**src/verilog/dbrs_pkg.sv**
```systemverilog
package dbrs_pkg;

  localparam int unsigned NUM_BANKS     = 8;
  localparam int unsigned BANK_W        = 3;
  localparam int unsigned ROW_W         = 14;
  localparam int unsigned TRC_W         = 4;
  localparam int unsigned DONE_W        = 18;
  localparam int unsigned CMD_W         = 2;

  localparam logic [CMD_W-1:0] CMD_NOP     = 2'h0;
  localparam logic [CMD_W-1:0] CMD_READ    = 2'h1;
  localparam logic [CMD_W-1:0] CMD_WRITE   = 2'h2;
  localparam logic [CMD_W-1:0] CMD_REFRESH = 2'h3;

  localparam logic [TRC_W-1:0] ROW_CYCLE_TIME_DEF = 4'h3;
  localparam logic [TRC_W-1:0] TRC_ZERO           = 4'h0;
  localparam logic [TRC_W-1:0] TRC_ONE            = 4'h1;
  localparam logic [ROW_W-1:0] ROW_ZERO           = 14'h0000;
  localparam logic [ROW_W-1:0] ROW_ONE            = 14'h0001;
  localparam logic [DONE_W-1:0] DONE_ZERO         = 18'h00000;
  localparam logic [DONE_W-1:0] DONE_ONE          = 18'h00001;

  localparam real REFRESH_PERIOD_MS = 32.0;
  localparam int unsigned REFRESH_CMDS_PER_PERIOD = 131072;

endpackage
```
**src/verilog/dbrs_bank_refresh.sv**
```systemverilog
// What this block and its host must do
// Refresh exactly one row in selected bank.
// Row comes from internal counter, address ignored.
// Host drives valid bank select with refresh.
// Other banks accept commands during a refresh.
// Host waits row cycle before same bank.
// Host refreshes all rows every 32 ms.
// Host issues 128K refreshes per period.
// Host may burst eight refreshes every 1.95 us.
// Refresh captured whole on one crossing.
// Next crossing may refresh a different bank.
// Host picks banks whose row cycle elapsed.
// Row cycle three cycles, four write-to-read; block applies the same row cycle after writes.
// Row cycle holds for any following command.
// Host schedules refreshes into idle slots.
`timescale 1ns/1ns
`default_nettype none
module dbrs_bank_refresh
  import dbrs_pkg::*;
(
  input  wire logic                   clk,
  input  wire logic                   srst,
  input  wire logic [CMD_W-1:0]       cmd,
  input  wire logic [BANK_W-1:0]      bank_sel,
  input  wire logic [TRC_W-1:0]       row_cycle_time,
  output logic                        refresh_fire_q,
  output logic      [BANK_W-1:0]      refresh_bank_q,
  output logic      [ROW_W-1:0]       refresh_row_q,
  output logic      [NUM_BANKS-1:0]   bank_busy_q,
  output logic      [NUM_BANKS-1:0]   timing_violation_q,
  output logic      [DONE_W-1:0]      refresh_count_q
);

  logic [ROW_W-1:0]     row_ctr_q [NUM_BANKS];
  logic [TRC_W-1:0]     busy_cnt_q [NUM_BANKS];
  logic                 is_refresh;
  logic                 is_access;
  logic [TRC_W-1:0]     trc_load;
  logic                 load_busy;
  logic [NUM_BANKS-1:0] hit_idle;
  logic [NUM_BANKS-1:0] hit_busy;
  logic [NUM_BANKS-1:0] busy_d;
  logic [NUM_BANKS-1:0] violation_d;
  logic                 fire_d;
  logic [ROW_W-1:0]     row_sel;

  // Zero on the row-cycle input selects the default spacing.
  function automatic logic [TRC_W-1:0] trc_sel(input logic [TRC_W-1:0] t);
    trc_sel = (t == TRC_ZERO) ? ROW_CYCLE_TIME_DEF : t;
  endfunction

  function automatic logic bank_match(input logic [BANK_W-1:0] sel, input int b);
    bank_match = (sel == BANK_W'(b));
  endfunction

  function automatic logic cnt_idle(input logic [TRC_W-1:0] cnt);
    cnt_idle = (cnt == TRC_ZERO);
  endfunction

  // The whole refresh command, bank included, is taken on one edge.
  assign is_refresh = (cmd == CMD_REFRESH);
  assign is_access  = (cmd != CMD_NOP);
  assign trc_load   = trc_sel(row_cycle_time);
  assign load_busy  = (trc_load > TRC_ONE);
  assign fire_d     = is_refresh && cnt_idle(busy_cnt_q[bank_sel]);
  assign row_sel    = row_ctr_q[bank_sel];

  // Sorts the command into a hit on an idle bank or on a busy bank.
  always_comb
  begin
    hit_idle    = '0;
    hit_busy    = '0;
    busy_d      = '0;
    violation_d = '0;
    for (int b = 0; b < NUM_BANKS; b++)
    begin
      if (is_access && bank_match(bank_sel, b))
      begin
        hit_idle[b] = cnt_idle(busy_cnt_q[b]);
        hit_busy[b] = !cnt_idle(busy_cnt_q[b]);
      end
      busy_d[b]      = (hit_idle[b] && load_busy) || (busy_cnt_q[b] > TRC_ONE);
      violation_d[b] = timing_violation_q[b] || hit_busy[b];
    end
  end

  // Each bank runs its own row-cycle countdown so banks overlap freely.
  always_ff @(posedge clk)
  begin
    for (int b = 0; b < NUM_BANKS; b++)
    begin
      if (srst)
      begin
        busy_cnt_q[b] <= TRC_ZERO;
      end
      else if (hit_idle[b])
      begin
        busy_cnt_q[b] <= trc_load - TRC_ONE;
      end
      else if (!cnt_idle(busy_cnt_q[b]))
      begin
        busy_cnt_q[b] <= busy_cnt_q[b] - TRC_ONE;
      end
    end
  end

  // The busy flag mirrors a nonzero countdown in the same cycle.
  always_ff @(posedge clk)
  begin
    if (srst)
    begin
      bank_busy_q <= '0;
    end
    else
    begin
      bank_busy_q <= busy_d;
    end
  end

  // A command into a busy bank is dropped and flagged until reset.
  always_ff @(posedge clk)
  begin
    if (srst)
    begin
      timing_violation_q <= '0;
    end
    else
    begin
      timing_violation_q <= violation_d;
    end
  end

  // Rows are advanced per bank by the internal counter, one per refresh.
  always_ff @(posedge clk)
  begin
    for (int b = 0; b < NUM_BANKS; b++)
    begin
      if (srst)
      begin
        row_ctr_q[b] <= ROW_ZERO;
      end
      else if (is_refresh && hit_idle[b])
      begin
        row_ctr_q[b] <= row_ctr_q[b] + ROW_ONE;
      end
    end
  end

  // The pulse marks the single cycle after an accepted refresh.
  always_ff @(posedge clk)
  begin
    if (srst)
    begin
      refresh_fire_q <= 1'b0;
    end
    else
    begin
      refresh_fire_q <= fire_d;
    end
  end

  always_ff @(posedge clk)
  begin
    if (srst)
    begin
      refresh_bank_q <= '0;
    end
    else if (fire_d)
    begin
      refresh_bank_q <= bank_sel;
    end
  end

  // The row reported is the one the counter held before it advanced.
  always_ff @(posedge clk)
  begin
    if (srst)
    begin
      refresh_row_q <= ROW_ZERO;
    end
    else if (fire_d)
    begin
      refresh_row_q <= row_sel;
    end
  end

  // The running total wraps silently when it overflows.
  always_ff @(posedge clk)
  begin
    if (srst)
    begin
      refresh_count_q <= DONE_ZERO;
    end
    else if (fire_d)
    begin
      refresh_count_q <= refresh_count_q + DONE_ONE;
    end
  end

endmodule
`default_nettype wire

```
**config.mk**
```make
export PLATFORM = sky130hd
export DESIGN_NAME = dbrs_bank_refresh
export DESIGN_NICKNAME = d
export VERILOG_FILES = /design/src/verilog/dbrs_pkg.sv /design/src/verilog/dbrs_bank_refresh.sv
export SDC_FILE = /design/constraint.sdc
export NUM_CORES = 1
export LEC_CHECK = 0
export ABC_AREA = 1
export BUFFER_PORTS_ARGS = -buffer_cell sky130_fd_sc_hd__buf_4
export CAP_MARGIN = 20
export CORE_MARGIN = 5
export CORE_UTILIZATION = 50
export DETAILED_ROUTE_END_ITERATION = 10
export PLACE_DENSITY_LB_ADDON = 0.3
export SYNTH_ARGS = -nofsm -noshare
export SYNTH_HDL_FRONTEND = slang
export SYNTH_SLANG_ARGS = --single-unit
```
**constraint.sdc**
```tcl
create_clock -name clk -period 7.1 [get_ports clk]
set_input_delay 0.71 -clock clk [delete_from_list [all_inputs] [get_ports clk]]
set_output_delay 0.71 -clock clk [all_outputs]
set_load 0.005 [all_outputs]
```
# [Word-level counts from Yosys, hierarchy flattened]
# Memory sizes are Yosys's and may differ from the RTL's. A register that Yosys moved wholly into a read port is not among the register bits.
# Cells that the tools add are included.
[totals] register_bits=38 mem_bits_rw=144 inputBits=11 out_inout_bits=52 n_memories=2
[memory_table] memory="row_ctr_q" depth=8 width=14 read_ports=9 rd_ports_with_merged_regs=1 write_ports=8 line_no="dbrs_bank_refresh.sv:34" text="logic [ROW_W-1:0] row_ctr_q [NUM_BANKS];"
[memory_table] memory="busy_cnt_q" depth=8 width=4 read_ports=9 rd_ports_with_merged_regs=0 write_ports=8 line_no="dbrs_bank_refresh.sv:35" text="logic [TRC_W-1:0] busy_cnt_q [NUM_BANKS];"
[classes] n_addsub=18 n_lt_le_gt_ge=9 n_eq_ne=8 muxes=123 bitwise_logic=24 n_reduce_logical=61
[ops] cell="14-bit by 1-bit adder with 14-bit output, second input constant" count=8
[ops] cell="14-bit 2-to-1 mux" count=8
[ops] cell="1-bit 2-to-1 mux" count=98
[ops] cell="4-bit 2-to-1 mux" count=17
[ops] cell="4-bit logical NOT" count=10
[ops] cell="4-bit by 1-bit greater-than comparator with 1-bit output, second input constant" count=9
[ops] cell="4-bit by 1-bit subtractor with 4-bit output, second input constant" count=9
[ops] cell="1-bit logical AND" count=25
[ops] cell="1-bit OR" count=24
[ops] cell="18-bit by 1-bit adder with 18-bit output, second input constant" count=1
[ops] cell="1-bit logical OR" count=16
[ops] cell="3-bit equality test, second input constant" count=4
[ops] cell="1-bit logical NOT" count=8
[ops] cell="3-bit by 2-bit equality test with 1-bit output, second input constant" count=2
[ops] cell="3-bit by 1-bit equality test with 1-bit output, second input constant" count=1
[ops] cell="3-bit logical NOT" count=1
[ops] cell="2-bit equality test, second input constant" count=1
[ops] cell="2-bit nonzero test" count=1

# [Longest topological paths before layout]
# Gate-level depths: netlist of run 1.
[depth] ltp_word=8 mapped_depth=13 depth_no_buf=11

# [Least setup slack after synthesis of run 1]
# Ideal clock, no wire load.
[synth_path] path_kind="in2reg" startpoint="input port bank_sel[0]" endpoint="memory row_ctr_q[2][0], enable pin" setup_time_ns=0.407 t_arrival_ns=2.578 slack_ns=4.114 cell_stages=6 path_cell_list="buf_4 nor2_4 buf_4 buf_2 nand2_1 o31ai_1"
[synth_lines] element="from (decl)" line_no="dbrs_bank_refresh.sv:24" text="input wire logic [BANK_W-1:0] bank_sel,"
[synth_lines] element="to (decl)" line_no="dbrs_bank_refresh.sv:34"

# [Worst setup path in the final report of run 1]
[layout_path] startpoint="input port bank_sel[0]" endpoint="register refresh_count_q[7]"
[layout_between] elab_chain_cells=3
[layout_rtl] element="memory read 8 x 4 bit"
[layout_rtl] element="4-bit logical NOT" line_no="dbrs_bank_refresh.sv:57" text="cnt_idle = (cnt == TRC_ZERO);"
[layout_rtl] element="1-bit logical AND" line_no="dbrs_bank_refresh.sv:65" text="assign fire_d = is_refresh && cnt_idle(busy_cnt_q[bank_sel]);"
[layout_rtl] element="to (signal assigned)" line_no="dbrs_bank_refresh.sv:196" text="refresh_count_q <= refresh_count_q + DONE_ONE;"
[layout_rtl] element="to (decl)" line_no="dbrs_bank_refresh.sv:31" text="output logic [DONE_W-1:0] refresh_count_q"
# Every way passes these cells.
# A chain may end at the register's enable or synchronous reset.

==> flow_metrics.tcl, run 1 <==
set metrics [dict create \
    synth_edf_count 144 \
    multi_input_area_um2 5120 \
    crit_required_ns 7.44 \
    numPortBuffers 62 \
    worstPathCellList "buf_4 > inv_1 > nor2_2 > nand2_1 > nand2_1 > nor2_1 > nand3_1 > nand2_2 > nand2_2 > nand2_1 > nand2_1 > nor2_1" \
    nets 1567 \
    pin_count 63 \
    dieArea_um2 25900 \
    cp-end-kind "flop" \
    antenna_found_initial 0 \
    cts_tree "done" \
    wirelength_mm 29.0 \
    wl_met2_mm 13.4 \
    worst_path_most_repeated_cell "nand2_1" \
    arrival_ns 3.37 \
    clk_root_buffer_cell "clkbuf_16" \
    layout-drive-gt1-share_pct 9.28 \
    combPwrFrac_pct 23.7 \
    worst_path_max_delay_cell "nor2_2" \
    path_class "primary input to flop" \
    period_share_pct 42.6 \
    ys_ff_latch 196 \
    fp-row-count 55 \
    layout_commonest_cell "nand2_1" \
    finalSetupViolCount 0 \
    power.internal_w 0.00220 \
    fin_hold_ws_ns 0.474 \
    htree_levels 4 \
    routed.top_layer "met4" \
    ant_nets 0 \
    grt_pass1_wl_mm 47.6 \
    netSwitchingFraction_pct 32.9 \
    fin_setup_tns_ns 0 \
    clock_skew_ns 0.0146 \
    slew_headroom_pct 32.5 \
    final_cell_mix "nand2_1 (345), nor2_1 (256), inv_1 (188)" \
    clkTransAtPathRegs_ns 0.08 \
    hold_buffers 0 \
    maxSlewViolCount 0 \
    dr_total_vias 9947 \
    drcViolationCount 0 \
    place.gp.congestion 0.941 \
    layout_min_cycle_time_ns 3.02 \
    rr_worst_depth 11 \
    coreArea_um2 22600 \
    clockBufferDepth 2 \
    grt_max_degree 57 \
    fill_cells 2091 \
    max_cap_violations 0 \
    hpwlAfterDp_mm 21.3 \
    cts_resized 0 \
    wire_per_inst_um 15.9 \
    viasPerCell 5.45 \
    postSynthCellCount 1483 \
    antennaDiodeCount 0 \
    syn_area_um2 11400 \
    p_sw_w 0.00108 \
    yosys_warnings 0 \
    syn_nets 1522 \
    async_flop_share_pct 0 \
    yosysSeqAreaShare_pct 47.0 \
    overflow 0 \
    syn_area_per_cell_um2 7.70 \
    first_global_vias 9408 \
    hold_depth 2 \
    tightestPinTransition_ns 1.01 \
    status "finished, final reports clean" \
    hold_viol 0 \
    start_kind "primary input" \
    ir_worst_vdd_uv 139 \
    seq_power_share_pct 46.4 \
    hold_class "flop to flop" \
    clock-sinks 196 \
    grt_usage_pct 22.5 \
    power_w 0.00329 \
    ys.flop_type "edfxtp_1" \
    die-width_um 161 \
    initial_core_util_pct 50.6 \
    slowest_delay_ns 0.61 \
    firstDrtPassIters 5 \
    clockPowerShare_pct 29.9 \
    syn_to_final_growth_pct 11.2 \
    ys_types 37 \
    clock.fmax_mhz 331 \
    worst-path-max-fanout 55 \
    p_leak_nw 5.38 \
    post_cts_buffers 0 \
    numCtsBuffers 17 \
    rsz0062_at_grt "false" \
    die_h_um 161 \
    wl_met1_mm 12.9 \
    wl_met3_mm 2.18 \
    fin_util_pct 56.2 \
    register_area_um2 5370 \
    power.density_nw_per_um2 259 \
    insertion_delay_ns 0.44 \
    drt_iter0_markers 986 \
]
## worst paths after layout
| check | from | to | slack [ns] |
|---|---|---|---|
| hold / removal | timing_violation_q[3] | timing_violation_q[3] | 0.47 |
| setup reg to reg | busy_cnt_q[4][2] | refresh_count_q[7] | 4.46 |
| setup / recovery | bank_sel[0] | refresh_count_q[7] | 4.08 |
| hold reg to reg | timing_violation_q[3] | timing_violation_q[3] | 0.47 |
## logic make-up after synthesis
family                     Yosys count  synth area share, %
and+or+nand+nor                    780                 29.3
buffers and inverters              240                 8.27
AOI/OAI and AO/OA                  204                 9.64
DFF                                196                 47.0
xor gates and xnor gates            35                 2.69
adders and majority gates           28                 3.07
## flip-flops by register name, summed over array words and instances (netlist names)
signal,flops
timing_violation_q,8
refresh_fire_q,1
busy_cnt_q,32
refresh_count_q,18
refresh_bank_q,3
bank_busy_q,8
row_ctr_q,112
refresh_row_q,14
## synthesized netlist by cell type (all sizes together) (15+ instances only)
master	number	area share, %
nand2	348	12
nor2	267	9.1
inv	198	6.5
edfxtp	144	38
a21oi	95	4.2
nand3	75	3.3
o21ai	68	3.0
dfxtp	52	9.1
nor3	33	1.6
xor2	31	2.4
buf	29	1.3
nand4	29	1.9
ha	28	3.1
o22ai	19	1.0
nor3b	15	1.2
## stage by stage
step / instances / setup WS, ns / cell area [um^2]
2_1_floorplan: 1483 / 4.11 / 11400
3_3_place_gp: 1794 / 3.83 / 12100
3_5_place_dp: 1794 / 3.71 / 12100
4_1_cts: 1826 / 4.15 / 12700
5_1_grt: 1826 / 3.79 / 12700
6_report: 1826 / 4.08 / 12700
## per-layer routing
layer	vias to the layer above	track usage (%)
met5	-	0
met4	0	5.89
met3	55	4.41
met2	397	36.9
met1	4549	30.8
li1	4946	-
## power groups by stage
stage               Combinational, W  Clock, W  Sequential [W]
floorplan                   0.000540         0         0.00152
global placement            0.000749         0         0.00154
detailed placement          0.000766         0         0.00155
CTS                         0.000772  0.000996         0.00152
global route                0.000884   0.00105         0.00154
finish                      0.000778  0.000983         0.00152
## worst max-delay path: cells and delay by family
kind,cells,cell delay [ns]
buffers and inverters,2,0.34
and+or+nand+nor,10,2.27
## area by class of cell
cell class / count / share of cell area, %
flip-flops and latches: 196 / 42.3
inverters: 198 / 5.86
repair buffers: 68 / 4.02
multi-input cells: 1047 / 40.4
clock buffers: 18 / 3.55
clock inverters: 14 / 1.10
well taps: 285 / 2.81
(Power assumes the default switching activity.)
==> inputs of run 2 (changes only) <==
==> constraint.sdc (replaced) <==
create_clock -name clk -period 3 [get_ports clk]
set_input_delay 0.3 -clock clk [delete_from_list [all_inputs] [get_ports clk]]
set_output_delay 0.3 -clock clk [all_outputs]
set_load 0.005 [all_outputs]
==> flow_metrics.tcl, run 2 (same netlist as run 1, synthesis figures left out) <==
set metrics [dict create \
    p_leak_nw 5.43 \
    grt_pass1_wl_mm 47.2 \
    initial_core_util_pct 50.6 \
    insertion_delay_ns 0.45 \
    hold_depth 2 \
    hold_viol 0 \
    ir_worst_vdd_uv 353 \
    pin_count 63 \
    clock.fmax_mhz 424 \
    worstPathCellList "inv_1 > ha_1 > nand2_1 > nor2_1 > nand2_1 > nor2_1 > inv_1 > nor3b_1" \
    dr_total_vias 9922 \
    layout-drive-gt1-share_pct 9.81 \
    status "finished, final reports clean" \
    grt_usage_pct 22.3 \
    hold_class "primary input to flop" \
    fin_setup_tns_ns 0 \
    finalSetupViolCount 0 \
    rr_worst_depth 8 \
    wire_per_inst_um 15.6 \
    fp-row-count 55 \
    period_share_pct 78.6 \
    overflow 0 \
    maxSlewViolCount 0 \
    post_cts_buffers 0 \
    fin_ws_ns 0.643 \
    critPathBufInv 2 \
    antennaDiodeCount 0 \
    drt_iter0_markers 823 \
    antenna_found_initial 1 \
    viasPerCell 5.41 \
    crit_required_ns 3.29 \
    fin_hold_ws_ns 0.147 \
    numPortBuffers 62 \
    drcViolationCount 0 \
    nets 1576 \
    first_global_vias 9237 \
    wirelength_mm 28.6 \
    layout_min_cycle_time_ns 2.36 \
    critical-path-top-delay-family "simple AND/OR/NAND/NOR gates" \
    largest_reg_flops 112 \
    grt_max_degree 46 \
    start_kind "flop" \
    final_cell_mix "nand2_1 (345), nor2_1 (256), inv_1 (188)" \
    htree_levels 4 \
    dieArea_um2 25900 \
    hpwlAfterDp_mm 21.3 \
    arrival_ns 2.65 \
    hold_buffers 0 \
    numCtsBuffers 17 \
    firstDrtPassIters 6 \
    largest_registers "row_ctr_q x112, busy_cnt_q x32, refresh_count_q x18" \
    power.density_nw_per_um2 611 \
    die-width_um 161 \
    path_class "flop to flop" \
    cts_tree "done" \
    clock-sinks 196 \
    coreArea_um2 22600 \
    max_cap_violations 0 \
    regMostFlops "row_ctr_q" \
    cts_resized 0 \
    worst-path-max-fanout 11 \
    syn_to_final_growth_pct 11.8 \
    clock_skew_ns 0.0148 \
    cp-end-kind "flop" \
    slew_headroom_pct 50.0 \
    layout_commonest_cell "nand2_1" \
    clockBufferDepth 2 \
    worst_path_max_delay_cell "edfxtp_1" \
    clkTransAtPathRegs_ns 0.08 \
    die_h_um 161 \
    tightestPinTransition_ns 0.745 \
    slowest_delay_ns 0.45 \
    preCtsSetupSlack_ns 0.653 \
    clk_root_buffer_cell "clkbuf_16" \
    place.gp.congestion 0.904 \
    crit_cells 8 \
    ant_nets 0 \
    rsz0062_at_grt "false" \
]
## run 2: routing by layer
metal | global-route usage, % | part of all wire, %
met4 | 7.99 | 2.8
met3 | 4.31 | 6.5
met2 | 35.4 | 46
met1 | 30.7 | 45
met5 | 0 | 0.070
## run 2: through the flow
step	utilization (%)	power [W]	instance area, um^2	instances
final	56.5	0.00779	12800	1835
after global routing	56.5	0.00822	12800	1835
after CTS	56.5	0.00779	12800	1835
after detailed placement	54.0	0.00550	12200	1803
after global placement	54.0	0.00545	12200	1803
after floorplan	-	0.00487	11400	1483
## run 2: path summary, 6_finish.rpt
path	to	slack (ns)	start
worst min register to register	timing_violation_q[2]	0.48	timing_violation_q[2]
worst min-delay path	refresh_count_q[14]	0.15	srst
worst max-delay path	row_ctr_q[4][3]	0.64	busy_cnt_q[4][0]
worst max register to register	row_ctr_q[4][3]	0.64	busy_cnt_q[4][0]
## run 2: worst reg2reg max path: stages, from the launching register on
cell and delay (ns):
edfxtp_1 0.45, inv_1 0.13, ha_1 0.17, nand2_1 0.12
nor2_1 0.23, nand2_1 0.12, nor2_1 0.40, inv_1 0.32
nor3b_1 0.25
## run 2: layout make-up
type	instances	area (um^2)
Clock buffer	19	444
Clock inverter	13	136
Fill cell	2084	9810
Inverter	198	743
Multi-Input combinational cell	1047	5120
Sequential cell	196	5370
Tap cell	285	357
Timing Repair Buffer	77	591
## run 2: power breakdown
group / switching, W / total, W / internal (W)
combinational: 0.00118 / 0.00186 / 0.000682
clock: 0.00112 / 0.00232 / 0.00120
sequential: 0.000278 / 0.00362 / 0.00334
